**config.mk**
```make
export PLATFORM = sky130hd
export DESIGN_NAME = vafe_pins
export DESIGN_NICKNAME = d
export VERILOG_FILES = /design/src/rtl/vafe_pkg.sv /design/src/rtl/vafe_pins.sv /design/src/rtl/vafe_delay.sv
export SDC_FILE = /design/constraint.sdc
export NUM_CORES = 1
export LEC_CHECK = 0
export BUFFER_PORTS_ARGS = -buffer_cell sky130_fd_sc_hd__buf_4
export CAP_MARGIN = 40
export CORE_ASPECT_RATIO = 0.75
export CORE_MARGIN = 2
export CORE_UTILIZATION = 55
export DETAILED_ROUTE_END_ITERATION = 16
export HOLD_SLACK_MARGIN = 0.12
export PLACE_DENSITY = 0.79
export SYNTH_ARGS = -nofsm -noshare
export SYNTH_HDL_FRONTEND = slang
export SYNTH_SLANG_ARGS = --single-unit
```
**constraint.sdc**
```tcl
create_clock -name clk_i -period 3 [get_ports clk_i]
set_input_delay 0.3 -clock clk_i [delete_from_list [all_inputs] [get_ports clk_i]]
set_output_delay 0.3 -clock clk_i [all_outputs]
set_load 0.01 [all_outputs]
```
**src/rtl/vafe_pkg.sv**
```systemverilog
package vafe_pkg;

  // ----------------------------------------------------------------
  // Clock and timing
  // ----------------------------------------------------------------
  localparam int CLK_PERIOD_NS = 50;
  localparam int RESET_MIN_NS  = 1000;
  localparam int RESET_MIN_CYC = (RESET_MIN_NS + CLK_PERIOD_NS - 1) / CLK_PERIOD_NS;
  // A sync pulse at least this long belongs to the vertical interval.
  localparam int LONG_PULSE_NS  = 8000;
  localparam int LONG_PULSE_CYC = (LONG_PULSE_NS + CLK_PERIOD_NS - 1) / CLK_PERIOD_NS;
  localparam int PULSE_CNT_W    = 9;

  // ----------------------------------------------------------------
  // Pixel path
  // ----------------------------------------------------------------
  localparam int PIX_W       = 10;
  localparam int PIPE_STAGES = 2;

  // ----------------------------------------------------------------
  // Serial control port address
  // ----------------------------------------------------------------
  localparam logic [6:0] DEV_ADDR_LOW  = 7'h4C;
  localparam logic [6:0] DEV_ADDR_HIGH = 7'h4D;
  localparam logic [3:0] ADDR_BITS     = 4'h8;

  typedef enum logic [1:0]
  {
    SYNC_SEP_HSYNC = 2'b00,
    SYNC_SOG       = 2'b01,
    SYNC_CSYNC     = 2'b10
  } vafe_sync_src_e;

  typedef enum logic [1:0]
  {
    SER_IDLE   = 2'b00,
    SER_ADDR   = 2'b01,
    SER_ACK    = 2'b10,
    SER_IGNORE = 2'b11
  } vafe_ser_state_e;

endpackage

```
**src/rtl/vafe_pins.sv**
```systemverilog
`timescale 1ns/1ns
// What this block does
// - Phase invert input shifts sampling by half pixel.
// - Fast blank output delayed to match pixels.
// - Reset low at least 1 us fully resets.
// - Crystal clock output, full or halved rate.
// - Address select low answers at 0x98.
// - Address select high answers at 0x9A.
// - Serial data open drain, serial clock input.
// - Pixel clock with complement output.
// - Three 10-bit colour words per pixel clock.
// - Aligned line sync is horizontal only.
// - Buffered line sync passes source unmodified.
// - Frame sync asserted while composite pattern disrupted; follows vsync pin in separate hsync mode.
module vafe_pins
#(
  parameter int PIPE = vafe_pkg::PIPE_STAGES
)
(
  input  wire logic                            clk_i,
  input  wire logic                            rst_n_i,
  input  wire logic                            sample_phase_invert_in_i,
  input  wire logic                            fast_blank_in_i,
  input  wire logic                            hsync_in_i,
  input  wire logic                            sync_on_green_in_i,
  input  wire logic                            vsync_in_i,
  input  wire logic [1:0]                      sync_src_sel_i,
  input  wire logic                            xclk_div2_i,
  input  wire logic [vafe_pkg::PIX_W-1:0]      adc_red_i,
  input  wire logic [vafe_pkg::PIX_W-1:0]      adc_green_i,
  input  wire logic [vafe_pkg::PIX_W-1:0]      adc_blue_i,
  input  wire logic                            serial_address_select_i,
  input  wire logic                            scl_i,
  input  wire logic                            sda_i,
  output logic                                 sda_o,
  output logic                                 sda_oe_o,
  output logic                                 pixel_clk_o,
  output logic                                 pixel_clk_n_o,
  output logic [vafe_pkg::PIX_W-1:0]           red_o,
  output logic [vafe_pkg::PIX_W-1:0]           green_o,
  output logic [vafe_pkg::PIX_W-1:0]           blue_o,
  output logic                                 fast_blank_out_o,
  output logic                                 aligned_line_sync_out_o,
  output logic                                 buffered_line_sync_out_o,
  output logic                                 buffered_frame_sync_out_o,
  output logic                                 crystal_clock_out_o
);
  import vafe_pkg::*;

  localparam int DW = 3 * PIX_W + 2;

  if (PIPE < 1)
  begin : g_pipe_check
    $error("PIPE must be at least one.");
  end

  // ----------------------------------------------------------------
  // Pin synchronisers
  // ----------------------------------------------------------------
  // Order: invert, fast blank, hsync, sog, vsync, addr select, scl, sda.
  logic [7:0] pin_meta_reg;
  logic [7:0] pin_q_reg;
  logic       scl_d_reg;
  logic       sda_d_reg;

  always_ff @(posedge clk_i)
  begin
    if (!rst_n_i)
    begin
      pin_meta_reg <= 8'hC0;
      pin_q_reg    <= 8'hC0;
      scl_d_reg    <= 1'b1;
      sda_d_reg    <= 1'b1;
    end
    else
    begin
      pin_meta_reg <= {sda_i, scl_i, serial_address_select_i, vsync_in_i,
                       sync_on_green_in_i, hsync_in_i, fast_blank_in_i,
                       sample_phase_invert_in_i};
      pin_q_reg    <= pin_meta_reg;
      scl_d_reg    <= pin_q_reg[6];
      sda_d_reg    <= pin_q_reg[7];
    end
  end

  logic inv_q;
  logic fb_q;
  logic vs_q;
  logic asel_q;
  logic scl_q;
  logic sda_q;
  assign inv_q  = pin_q_reg[0];
  assign fb_q   = pin_q_reg[1];
  assign vs_q   = pin_q_reg[4];
  assign asel_q = pin_q_reg[5];
  assign scl_q  = pin_q_reg[6];
  assign sda_q  = pin_q_reg[7];

  // ----------------------------------------------------------------
  // Pixel clock
  // ----------------------------------------------------------------
  // Flipping the invert input stretches one pixel clock phase by a cycle.
  logic ph_reg;
  logic pclk_reg;
  logic pclk_n_reg;
  logic pclk_next;
  logic pix_tick;

  assign pclk_next = ph_reg ^ inv_q;
  assign pix_tick  = pclk_reg && !pclk_next;

  always_ff @(posedge clk_i)
  begin
    if (!rst_n_i)
    begin
      ph_reg     <= 1'b0;
      pclk_reg   <= 1'b0;
      pclk_n_reg <= 1'b1;
    end
    else
    begin
      ph_reg     <= !ph_reg;
      pclk_reg   <= pclk_next;
      pclk_n_reg <= !pclk_next;
    end
  end

  assign pixel_clk_o   = pclk_reg;
  assign pixel_clk_n_o = pclk_n_reg;

  // ----------------------------------------------------------------
  // Sync handling
  // ----------------------------------------------------------------
  logic                   src_q;
  logic                   composite;
  logic [PULSE_CNT_W-1:0] width_reg;
  logic                   disrupt_reg;
  logic                   src_d_reg;
  logic                   hs_buf_reg;
  logic                   vs_buf_reg;
  logic                   hs_pure;

  assign src_q     = (sync_src_sel_i == SYNC_SEP_HSYNC || sync_src_sel_i == SYNC_CSYNC)
                     ? pin_q_reg[2] : pin_q_reg[3];
  assign composite = (sync_src_sel_i != SYNC_SEP_HSYNC);
  assign hs_pure   = src_q && !(composite && disrupt_reg);

  always_ff @(posedge clk_i)
  begin
    if (!rst_n_i)
    begin
      width_reg   <= '0;
      disrupt_reg <= 1'b0;
      src_d_reg   <= 1'b0;
    end
    else
    begin
      src_d_reg <= src_q;
      if (!src_q)
        width_reg <= '0;
      else if (width_reg != PULSE_CNT_W'(LONG_PULSE_CYC))
        width_reg <= width_reg + 1'b1;
      if (src_q && width_reg == PULSE_CNT_W'(LONG_PULSE_CYC - 1))
        disrupt_reg <= 1'b1;
      else if (src_d_reg && !src_q && width_reg != PULSE_CNT_W'(LONG_PULSE_CYC))
        disrupt_reg <= 1'b0;
    end
  end

  always_ff @(posedge clk_i)
  begin
    if (!rst_n_i)
    begin
      hs_buf_reg <= 1'b0;
      vs_buf_reg <= 1'b0;
    end
    else
    begin
      hs_buf_reg <= src_q;
      vs_buf_reg <= composite ? disrupt_reg : vs_q;
    end
  end

  assign buffered_line_sync_out_o  = hs_buf_reg;
  assign buffered_frame_sync_out_o = vs_buf_reg;

  // ----------------------------------------------------------------
  // Pixel pipeline
  // ----------------------------------------------------------------
  // Words, fast blank and line sync share one chain so they never drift.
  logic [DW-1:0] pipe_out;

  vafe_delay #(
    .WIDTH (DW),
    .DEPTH (PIPE)
  ) u_pipe (
    .clk_i   (clk_i),
    .rst_n_i (rst_n_i),
    .adv_i   (pix_tick),
    .din_i   ({adc_red_i, adc_green_i, adc_blue_i, fb_q, hs_pure}),
    .dout_o  (pipe_out)
  );

  assign red_o                   = pipe_out[DW-1 -: PIX_W];
  assign green_o                 = pipe_out[2*PIX_W+1 -: PIX_W];
  assign blue_o                  = pipe_out[PIX_W+1 -: PIX_W];
  assign fast_blank_out_o        = pipe_out[1];
  assign aligned_line_sync_out_o = pipe_out[0];

  // ----------------------------------------------------------------
  // Crystal clock output
  // ----------------------------------------------------------------
  logic [1:0] xdiv_reg;
  logic       xclk_reg;

  always_ff @(posedge clk_i)
  begin
    if (!rst_n_i)
    begin
      xdiv_reg <= 2'h0;
      xclk_reg <= 1'b0;
    end
    else
    begin
      xdiv_reg <= xdiv_reg + 2'h1;
      xclk_reg <= xclk_div2_i ? xdiv_reg[1] : xdiv_reg[0];
    end
  end

  assign crystal_clock_out_o = xclk_reg;

  // ----------------------------------------------------------------
  // Serial port address recogniser
  // ----------------------------------------------------------------
  // Only the address phase is served here; the register map lives elsewhere.
  vafe_ser_state_e state_reg;
  logic [7:0]      shift_reg;
  logic [3:0]      bits_reg;
  logic            oe_reg;
  logic            scl_rise;
  logic            scl_fall;
  logic            start_det;
  logic            stop_det;
  logic [6:0]      own_addr;

  assign scl_rise  = scl_q && !scl_d_reg;
  assign scl_fall  = !scl_q && scl_d_reg;
  assign start_det = scl_q && scl_d_reg && sda_d_reg && !sda_q;
  assign stop_det  = scl_q && scl_d_reg && !sda_d_reg && sda_q;
  assign own_addr  = asel_q ? DEV_ADDR_HIGH : DEV_ADDR_LOW;

  always_ff @(posedge clk_i)
  begin
    if (!rst_n_i)
    begin
      state_reg <= SER_IDLE;
      shift_reg <= 8'h00;
      bits_reg  <= 4'h0;
      oe_reg    <= 1'b0;
    end
    else if (stop_det)
    begin
      state_reg <= SER_IDLE;
      oe_reg    <= 1'b0;
    end
    else if (start_det)
    begin
      state_reg <= SER_ADDR;
      bits_reg  <= 4'h0;
      oe_reg    <= 1'b0;
    end
    else
    begin
      unique case (state_reg)
        SER_IDLE, SER_IGNORE:
        begin
          oe_reg <= 1'b0;
        end
        SER_ADDR:
        begin
          if (scl_rise)
          begin
            shift_reg <= {shift_reg[6:0], sda_q};
            bits_reg  <= bits_reg + 4'h1;
          end
          else if (scl_fall && bits_reg == ADDR_BITS)
          begin
            if (shift_reg[7:1] == own_addr)
            begin
              state_reg <= SER_ACK;
              oe_reg    <= 1'b1;
            end
            else
              state_reg <= SER_IGNORE;
          end
        end
        SER_ACK:
        begin
          if (scl_fall)
          begin
            state_reg <= SER_IGNORE;
            oe_reg    <= 1'b0;
          end
        end
      endcase
    end
  end

  // The line is only ever pulled low, never driven high.
  always_ff @(posedge clk_i)
  begin
    sda_o <= 1'b0;
  end

  assign sda_oe_o = oe_reg;
endmodule // vafe_pins

```
**src/rtl/vafe_delay.sv**
```systemverilog
`timescale 1ns/1ns
module vafe_delay
#(
  parameter int WIDTH = 32,
  parameter int DEPTH = 2
)
(
  input  wire logic             clk_i,
  input  wire logic             rst_n_i,
  input  wire logic             adv_i,
  input  wire logic [WIDTH-1:0] din_i,
  output logic      [WIDTH-1:0] dout_o
);

  logic [WIDTH-1:0] stage_reg [DEPTH];

  if (DEPTH < 1 || WIDTH < 1)
  begin : g_size_check
    $error("vafe_delay needs positive width and depth.");
  end

  // ----------------------------------------------------------------
  // Shift chain
  // ----------------------------------------------------------------
  genvar g;
  generate
    for (g = 0; g < DEPTH; g++)
    begin : g_stage
      always_ff @(posedge clk_i)
      begin
        if (!rst_n_i)
          stage_reg[g] <= '0;
        else if (adv_i)
          stage_reg[g] <= (g == 0) ? din_i : stage_reg[(g == 0) ? 0 : g - 1];
      end
    end
  endgenerate

  assign dout_o = stage_reg[DEPTH-1];

endmodule // vafe_delay

```
==> results of run 1 <==
==> what timing repair did <==
item,CTS,global route
hold buffers,40,0
hold endpoints to repair,39,0
setup buffers,0,0
==> logic make-up (layout without fill, tap and decap cells) <==
kind of cell             count (synthesis)  after routing  synth area share
AO/OA/AOI/OAI                           26             26            0.0400
XOR/XNOR                                11             11            0.0222
adder cells (fa/ha/maj)                  4              4            0.0115
buffers and inverters                   22            160            0.0247
flip-flops                             115            115             0.677
multiplexers                             4              4           0.00921
other                                    1              1          0.000862
AND/OR/NAND/NOR                        159            159             0.215
==> synthesized netlist by cell type (all sizes together), types with 2 or more instances <==
| cell | instances | share of area |
|---|---|---|
| nand4 | 3 | 0.0043 |
| nand4bb | 2 | 0.0052 |
| edfxtp | 64 | 0.44 |
| nor3 | 2 | 0.0023 |
| ha | 4 | 0.012 |
| dfxtp | 51 | 0.23 |
| o21ai | 4 | 0.0046 |
| nand2 | 28 | 0.025 |
| and3 | 2 | 0.0029 |
| nor4b | 2 | 0.0069 |
| xnor2 | 5 | 0.010 |
| a31oi | 3 | 0.0043 |
| nor2 | 15 | 0.013 |
| a21boi | 9 | 0.016 |
| nor2b | 7 | 0.010 |
| mux2i | 4 | 0.0092 |
| buf | 5 | 0.0083 |
| clkbuf | 11 | 0.011 |
| inv | 6 | 0.0052 |
| xor2 | 6 | 0.012 |
| nand2b | 8 | 0.012 |
| nand3 | 3 | 0.0035 |
| and2 | 77 | 0.11 |
| a21oi | 4 | 0.0046 |
==> layout make-up <==
cell class	count	share of cell area
clock buffers	18	0.0698
clock inverters	14	0.0236
inverters	6	0.00376
multi-input cells	205	0.217
flip-flops and latches	115	0.492
well taps	105	0.0220
repair buffers	122	0.172
==> per-layer routing <==
metal | share of wire | track usage
met5 | 0 | 0
met4 | 0.015 | 0.0753
met3 | 0.045 | 0.0754
met2 | 0.50 | 0.334
met1 | 0.44 | 0.234
==> power by group <==
group,switching (W),leakage [nW],internal (W)
Sequential,0.0000255,1.09,0.00175
Combinational,0.000102,1.12,0.000137
Clock,0.000703,0.266,0.00117
Total,0.000831,2.47,0.00305
==> path summary, 6_finish.rpt <==
kind	slack (ns)	start	cells past startpoint	end
worst min register to register	0.42	pin_meta_reg[6]$_SDFF_PN1_	1	pin_q_reg[6]$_SDFF_PN1_
worst max register to register	1.25	ph_reg$_SDFF_PN0_	4	u_pipe.stage_reg[1][1]$_SDFFCE_PN0P_
worst max-delay path	1.25	ph_reg$_SDFF_PN0_	4	u_pipe.stage_reg[1][1]$_SDFFCE_PN0P_
worst min-delay path	0.16	rst_n_i	2	pin_meta_reg[6]$_SDFF_PN1_
==> placed cells by master, fill, tap and decap left out, drive strengths merged, types with 2 or more instances in the layout <==
| master | count |
|---|---|
| nand2b | 8 |
| nand4 | 3 |
| inv | 6 |
| a31oi | 3 |
| o21ai | 4 |
| nand4bb | 2 |
| clkinvlp | 4 |
| and3 | 2 |
| nor2 | 15 |
| nor4b | 2 |
| clkinv | 8 |
| nor3 | 2 |
| clkbuf | 18 |
| nand2 | 28 |
| dfxtp | 51 |
| mux2i | 4 |
| a21boi | 9 |
| xnor2 | 5 |
| nand3 | 3 |
| bufinv | 2 |
| ha | 4 |
| dlygate4sd3 | 40 |
| buf | 82 |
| nor2b | 7 |
| xor2 | 6 |
| edfxtp | 64 |
| and2 | 77 |
| a21oi | 4 |
==> metrics by stage <==
stage               instance area (um2)  utilization
floorplan                          4350            -
global placement                   5020        0.646
detailed placement                 5020        0.646
CTS                                5980        0.769
global route                       5980        0.769
finish                             5980        0.769
==> results.yml, run 1 <==
hold_path:
  hp-class: "input port to register"
setup_path:
  max_stage_delay_ns: 0.48
  cp_max_fo: 39
  path_delay_family: "simple AND/OR/NAND/NOR gates"
  critPathArrivalTime_ns: 1.95
  critPathBufInv: 1
  worstPathRequired_ns: 3.20
  crit_path_start_kind: "register"
  worst_path_max_delay_cell: "nand2_2"
  endpoint_kind: "register"
  crit_type: "register to register"
  path_cells: "xnor2_1, nand2_1, nand2_2, buf_12"
global_route:
  antenna_found_initial: 0
  grt_pass1_vias: 2724
  grtUsageTotal: 0.198
  grt_max_degree: 65
  grt_pass1_wl_um: 12600
  grt.overflow.total: 0
clock_tree:
  clock_path_buffers: 2
  insertion_delay_ns: 0.52
  ctsResizeCount: 0
  htree_levels: 4
  cts_made_buffers: 17
  clk_pin_slew_ns: 0.06
  clock-root-buffer: "clkbuf_8"
  cts_tree: "built"
  clock_sinks: 115
die:
  core_area_um2: 7780
  rows: 28
  start_util: 0.559
  io_pins: 82
  die_y_um: 81
  die_x_um: 107
  dieArea_um2: 8640
finish:
  regArea_um2: 2940
  largest_register_ffs: 64
  synthToLayoutAreaGrowth_pct: 37.6
  fill_cells: 477
  final_layout_size_suffix_gt1_frac: 0.244
  layout.nets: 514
  final_cells: 585
  num_antenna_cells: 0
  multi_input_area_um2: 1300
pwr:
  powerDensity_nw_per_um2: 649
  ir_drop_uv: 512
  fin_total_pwr_w: 0.00389
  p_leak_nw: 2.47
drt:
  vias: 2814
  postRouteAntennaNets: 0
  drcViolationCount: 0
  via_per_inst: 4.81
  drtPass1Iterations: 4
  drt_iter0_drc: 105
  wl_per_cell_um: 13.9
  drt_wl_total_um: 8130
sta:
  finClkSkew_ns: 0.0126
  fin_ws_ns: 1.25
  tightest_slew_ns: 0.622
  timing.setup.tns_ns: 0
  slew_headroom: 0.584
  min_period_ns: 1.75
  setup_viol: 0
  finalHoldWorstSlack_ns: 0.157
  period_share: 0.585
  rsz0062_at_grt: "no"
  max_freq_mhz: 570
  slew_viol_final: 0
  hold_viol_final: 0
synth:
  avgSynthCellArea_um2: 12.7
  syn-num-nets: 389
  syn_area_um2: 4350
  synth_flop_cell: "edfxtp_1"
  synth_edf_count: 64
  ys_seq_area_frac: 0.677
  synth_warnings: 0
  ys_types: 45
  synth-async-reset-ratio: 0
  synthCells: 342
  yosys_register_bits: 115
placement:
  gp_congestion: 0.813
  port_buffers: 80
  dp.cells: 513
  place_ws_ns: 1.26
  dp_hpwl_um: 4630
outcome:
  status: "completed"
run:
  drv_cap: 0
Power figures use the tool's default switching activity.
==> inputs of run 2 (changes only) <==
clock period = 1.7 ns   (was 3 ns; I/O delays follow)
==> run 2 against run 1 <==
Sequential share of layout area shrank 0.82 points. Sequential power grew 77%. Die area is the same. Cell area grew 1.7%. Wire length grew 1.9%. Critical path depth is the same. Sequential cell count is the same. Final cell count grew 1.4%. Worst setup slack lost 1.1 ns. Largest power group unchanged.
==> results.yml, run 2 (synthesis gave the netlist of run 1 again) <==
clock_tree:
  clock-root-buffer: "clkbuf_8"
  clk_pin_slew_ns: 0.06
  ctsResizeCount: 0
  cts_tree: "built"
  htree_levels: 4
  cts_made_buffers: 17
  post_cts_buffers: 0
  insertion_delay_ns: 0.51
  clock_path_buffers: 2
  clock_sinks: 115
die:
  die_y_um: 81
  dieArea_um2: 8640
  core_area_um2: 7780
  io_pins: 82
  start_util: 0.559
  rows: 28
  die_x_um: 107
setup_path:
  endpoint_kind: "register"
  path_cells: "xnor2_1, and3_1, buf_4, and2_1"
  critPathBufInv: 1
  crit_type: "register to register"
  path_delay_family: "simple AND/OR/NAND/NOR gates"
  reg2reg_from: "ph_reg$_SDFF_PN0_"
  worst_path_max_delay_cell: "buf_4"
  worstPathRequired_ns: 2.07
  regToRegEndpoint: "u_pipe.stage_reg[0][9]$_SDFFCE_PN0P_"
  r2r_cells: 4
  crit_path_start_kind: "register"
  cp_max_fo: 64
  critPathArrivalTime_ns: 1.92
  max_stage_delay_ns: 0.39
  r2r_slack_ns: 0.15
pwr:
  ir_drop_uv: 1180
  internal-power_w: 0.00554
  p_sw_w: 0.00141
  p_leak_nw: 2.53
  pwr-share-seq: 0.449
  powerDensity_nw_per_um2: 1140
  p_clk_frac: 0.486
  power_frac_comb: 0.064
  swShare: 0.203
finish:
  mostFrequentLayoutCells: "84 x buf_4, 77 x and2_1, 64 x edfxtp_1, 51 x dfxtp_1, 45 x dlygate4sd3_1"
  num_antenna_cells: 0
  final_layout_size_suffix_gt1_frac: 0.238
  layout_commonest_cell: "buf_4"
  layout.nets: 523
  regArea_um2: 2940
  utilization: 0.782
  synthToLayoutAreaGrowth_pct: 40.0
  fill_cells: 475
  multi_input_area_um2: 1310
  largest_register_ffs: 64
global_route:
  grtUsageMet2: 0.364
  use_met1: 0.231
  grt_max_degree: 65
  antenna_found_initial: 0
  grt.busiest_layer: "met2"
  grt_pass1_wl_um: 13100
  grt.overflow.total: 0
  grtUsageTotal: 0.207
  use_met3: 0.0714
  grt_pass1_vias: 2836
sta:
  max_freq_mhz: 646
  period_share: 0.911
  rsz0062_at_grt: "no"
  hold_viol_final: 0
  slew_viol_final: 0
  finClkSkew_ns: 0.0104
  min_period_ns: 1.55
  fin_ws_ns: 0.151
  setup_viol: 0
  timing.setup.tns_ns: 0
  finalHoldWorstSlack_ns: 0.388
drt:
  wl_per_cell_um: 14.0
  postRouteAntennaNets: 0
  drt_iter0_drc: 131
  vias: 2838
  via_per_inst: 4.79
  drtPass1Iterations: 5
  drt_wl_total_um: 8280
  drcViolationCount: 0
hold_path:
  holdPathStages: 3
  hp-class: "input port to register"
  hold_end: "pin_meta_reg[7]$_SDFF_PN1_"
  min_from: "sda_i"
placement:
  place_ws_ns: 0.269
  gp_congestion: 0.799
  dp_hpwl_um: 4810
  port_buffers: 80
outcome:
  status: "completed"
run:
  drv_cap: 0
==> run 2: worst max path at each step <==
stage / cells after the start / startpoint / to / slack (ns)
3_5_place_dp: 4 / pin_q_reg[0]$_SDFF_PN0_ / u_pipe.stage_reg[0][0]$_SDFFCE_PN0P_ / 0.27
2_1_floorplan: 3 / pin_q_reg[0]$_SDFF_PN0_ / u_pipe.stage_reg[0][0]$_SDFFCE_PN0P_ / 0.26
5_1_grt: 4 / ph_reg$_SDFF_PN0_ / u_pipe.stage_reg[0][9]$_SDFFCE_PN0P_ / 0.02
6_report: 4 / ph_reg$_SDFF_PN0_ / u_pipe.stage_reg[0][9]$_SDFFCE_PN0P_ / 0.15
3_3_place_gp: 6 / width_reg[0]$_SDFFE_PN0P_ / disrupt_reg$_SDFFE_PN0P_ / 0.27
4_1_cts: 4 / ph_reg$_SDFF_PN0_ / u_pipe.stage_reg[0][9]$_SDFFCE_PN0P_ / 0.23
==> run 2: repair_timing <==
action	4_1_cts	5_1_grt
endpoints found under the hold margin	57	0
hold buffers	45	0
setup endpoints to repair	0	0
==> run 2: worst reg2reg max path, stage by stage (launching register included) <==
cell	delay, ns
dfxtp_1	0.33
xnor2_1	0.24
and3_1	0.20
buf_4	0.39
and2_1	0.25
==> run 2: metrics by stage <==
step	cell area (um2)	cells	power, W
2_1_floorplan	4360	342	0.00333
3_3_place_gp	5070	517	0.00352
6_report	6090	593	0.00696
4_1_cts	6090	593	0.00699
5_1_grt	6090	593	0.00719
3_5_place_dp	5070	517	0.00354
==> run 2: per-layer routing <==
metal  part of all wire  vias up  wire length (um)
met4              0.018        0               153
li1                   -     1426                 -
met1               0.40     1311              3350
met3              0.059       12               492
met2               0.52       89              4290
met5                  0        -                 0
==> run 2: area by class of cell <==
cell class,instances,share of cell area
sequential,115,0.484
multi-input combinational,205,0.214
timing repair buffer,131,0.184
clock buffer,20,0.0699
clock inverter,11,0.0226
tap,105,0.0216
inverter,6,0.00370
==> run 2: power by group through the flow <==
| stage | combinational [W] | clock (W) | sequential (W) |
|---|---|---|---|
| global placement | 0.000351 | 0 | 0.00317 |
| CTS | 0.000445 | 0.00342 | 0.00313 |
| finish | 0.000446 | 0.00338 | 0.00313 |
| global route | 0.000484 | 0.00357 | 0.00314 |
| floorplan | 0.000128 | 0 | 0.00320 |
| detailed placement | 0.000359 | 0 | 0.00318 |
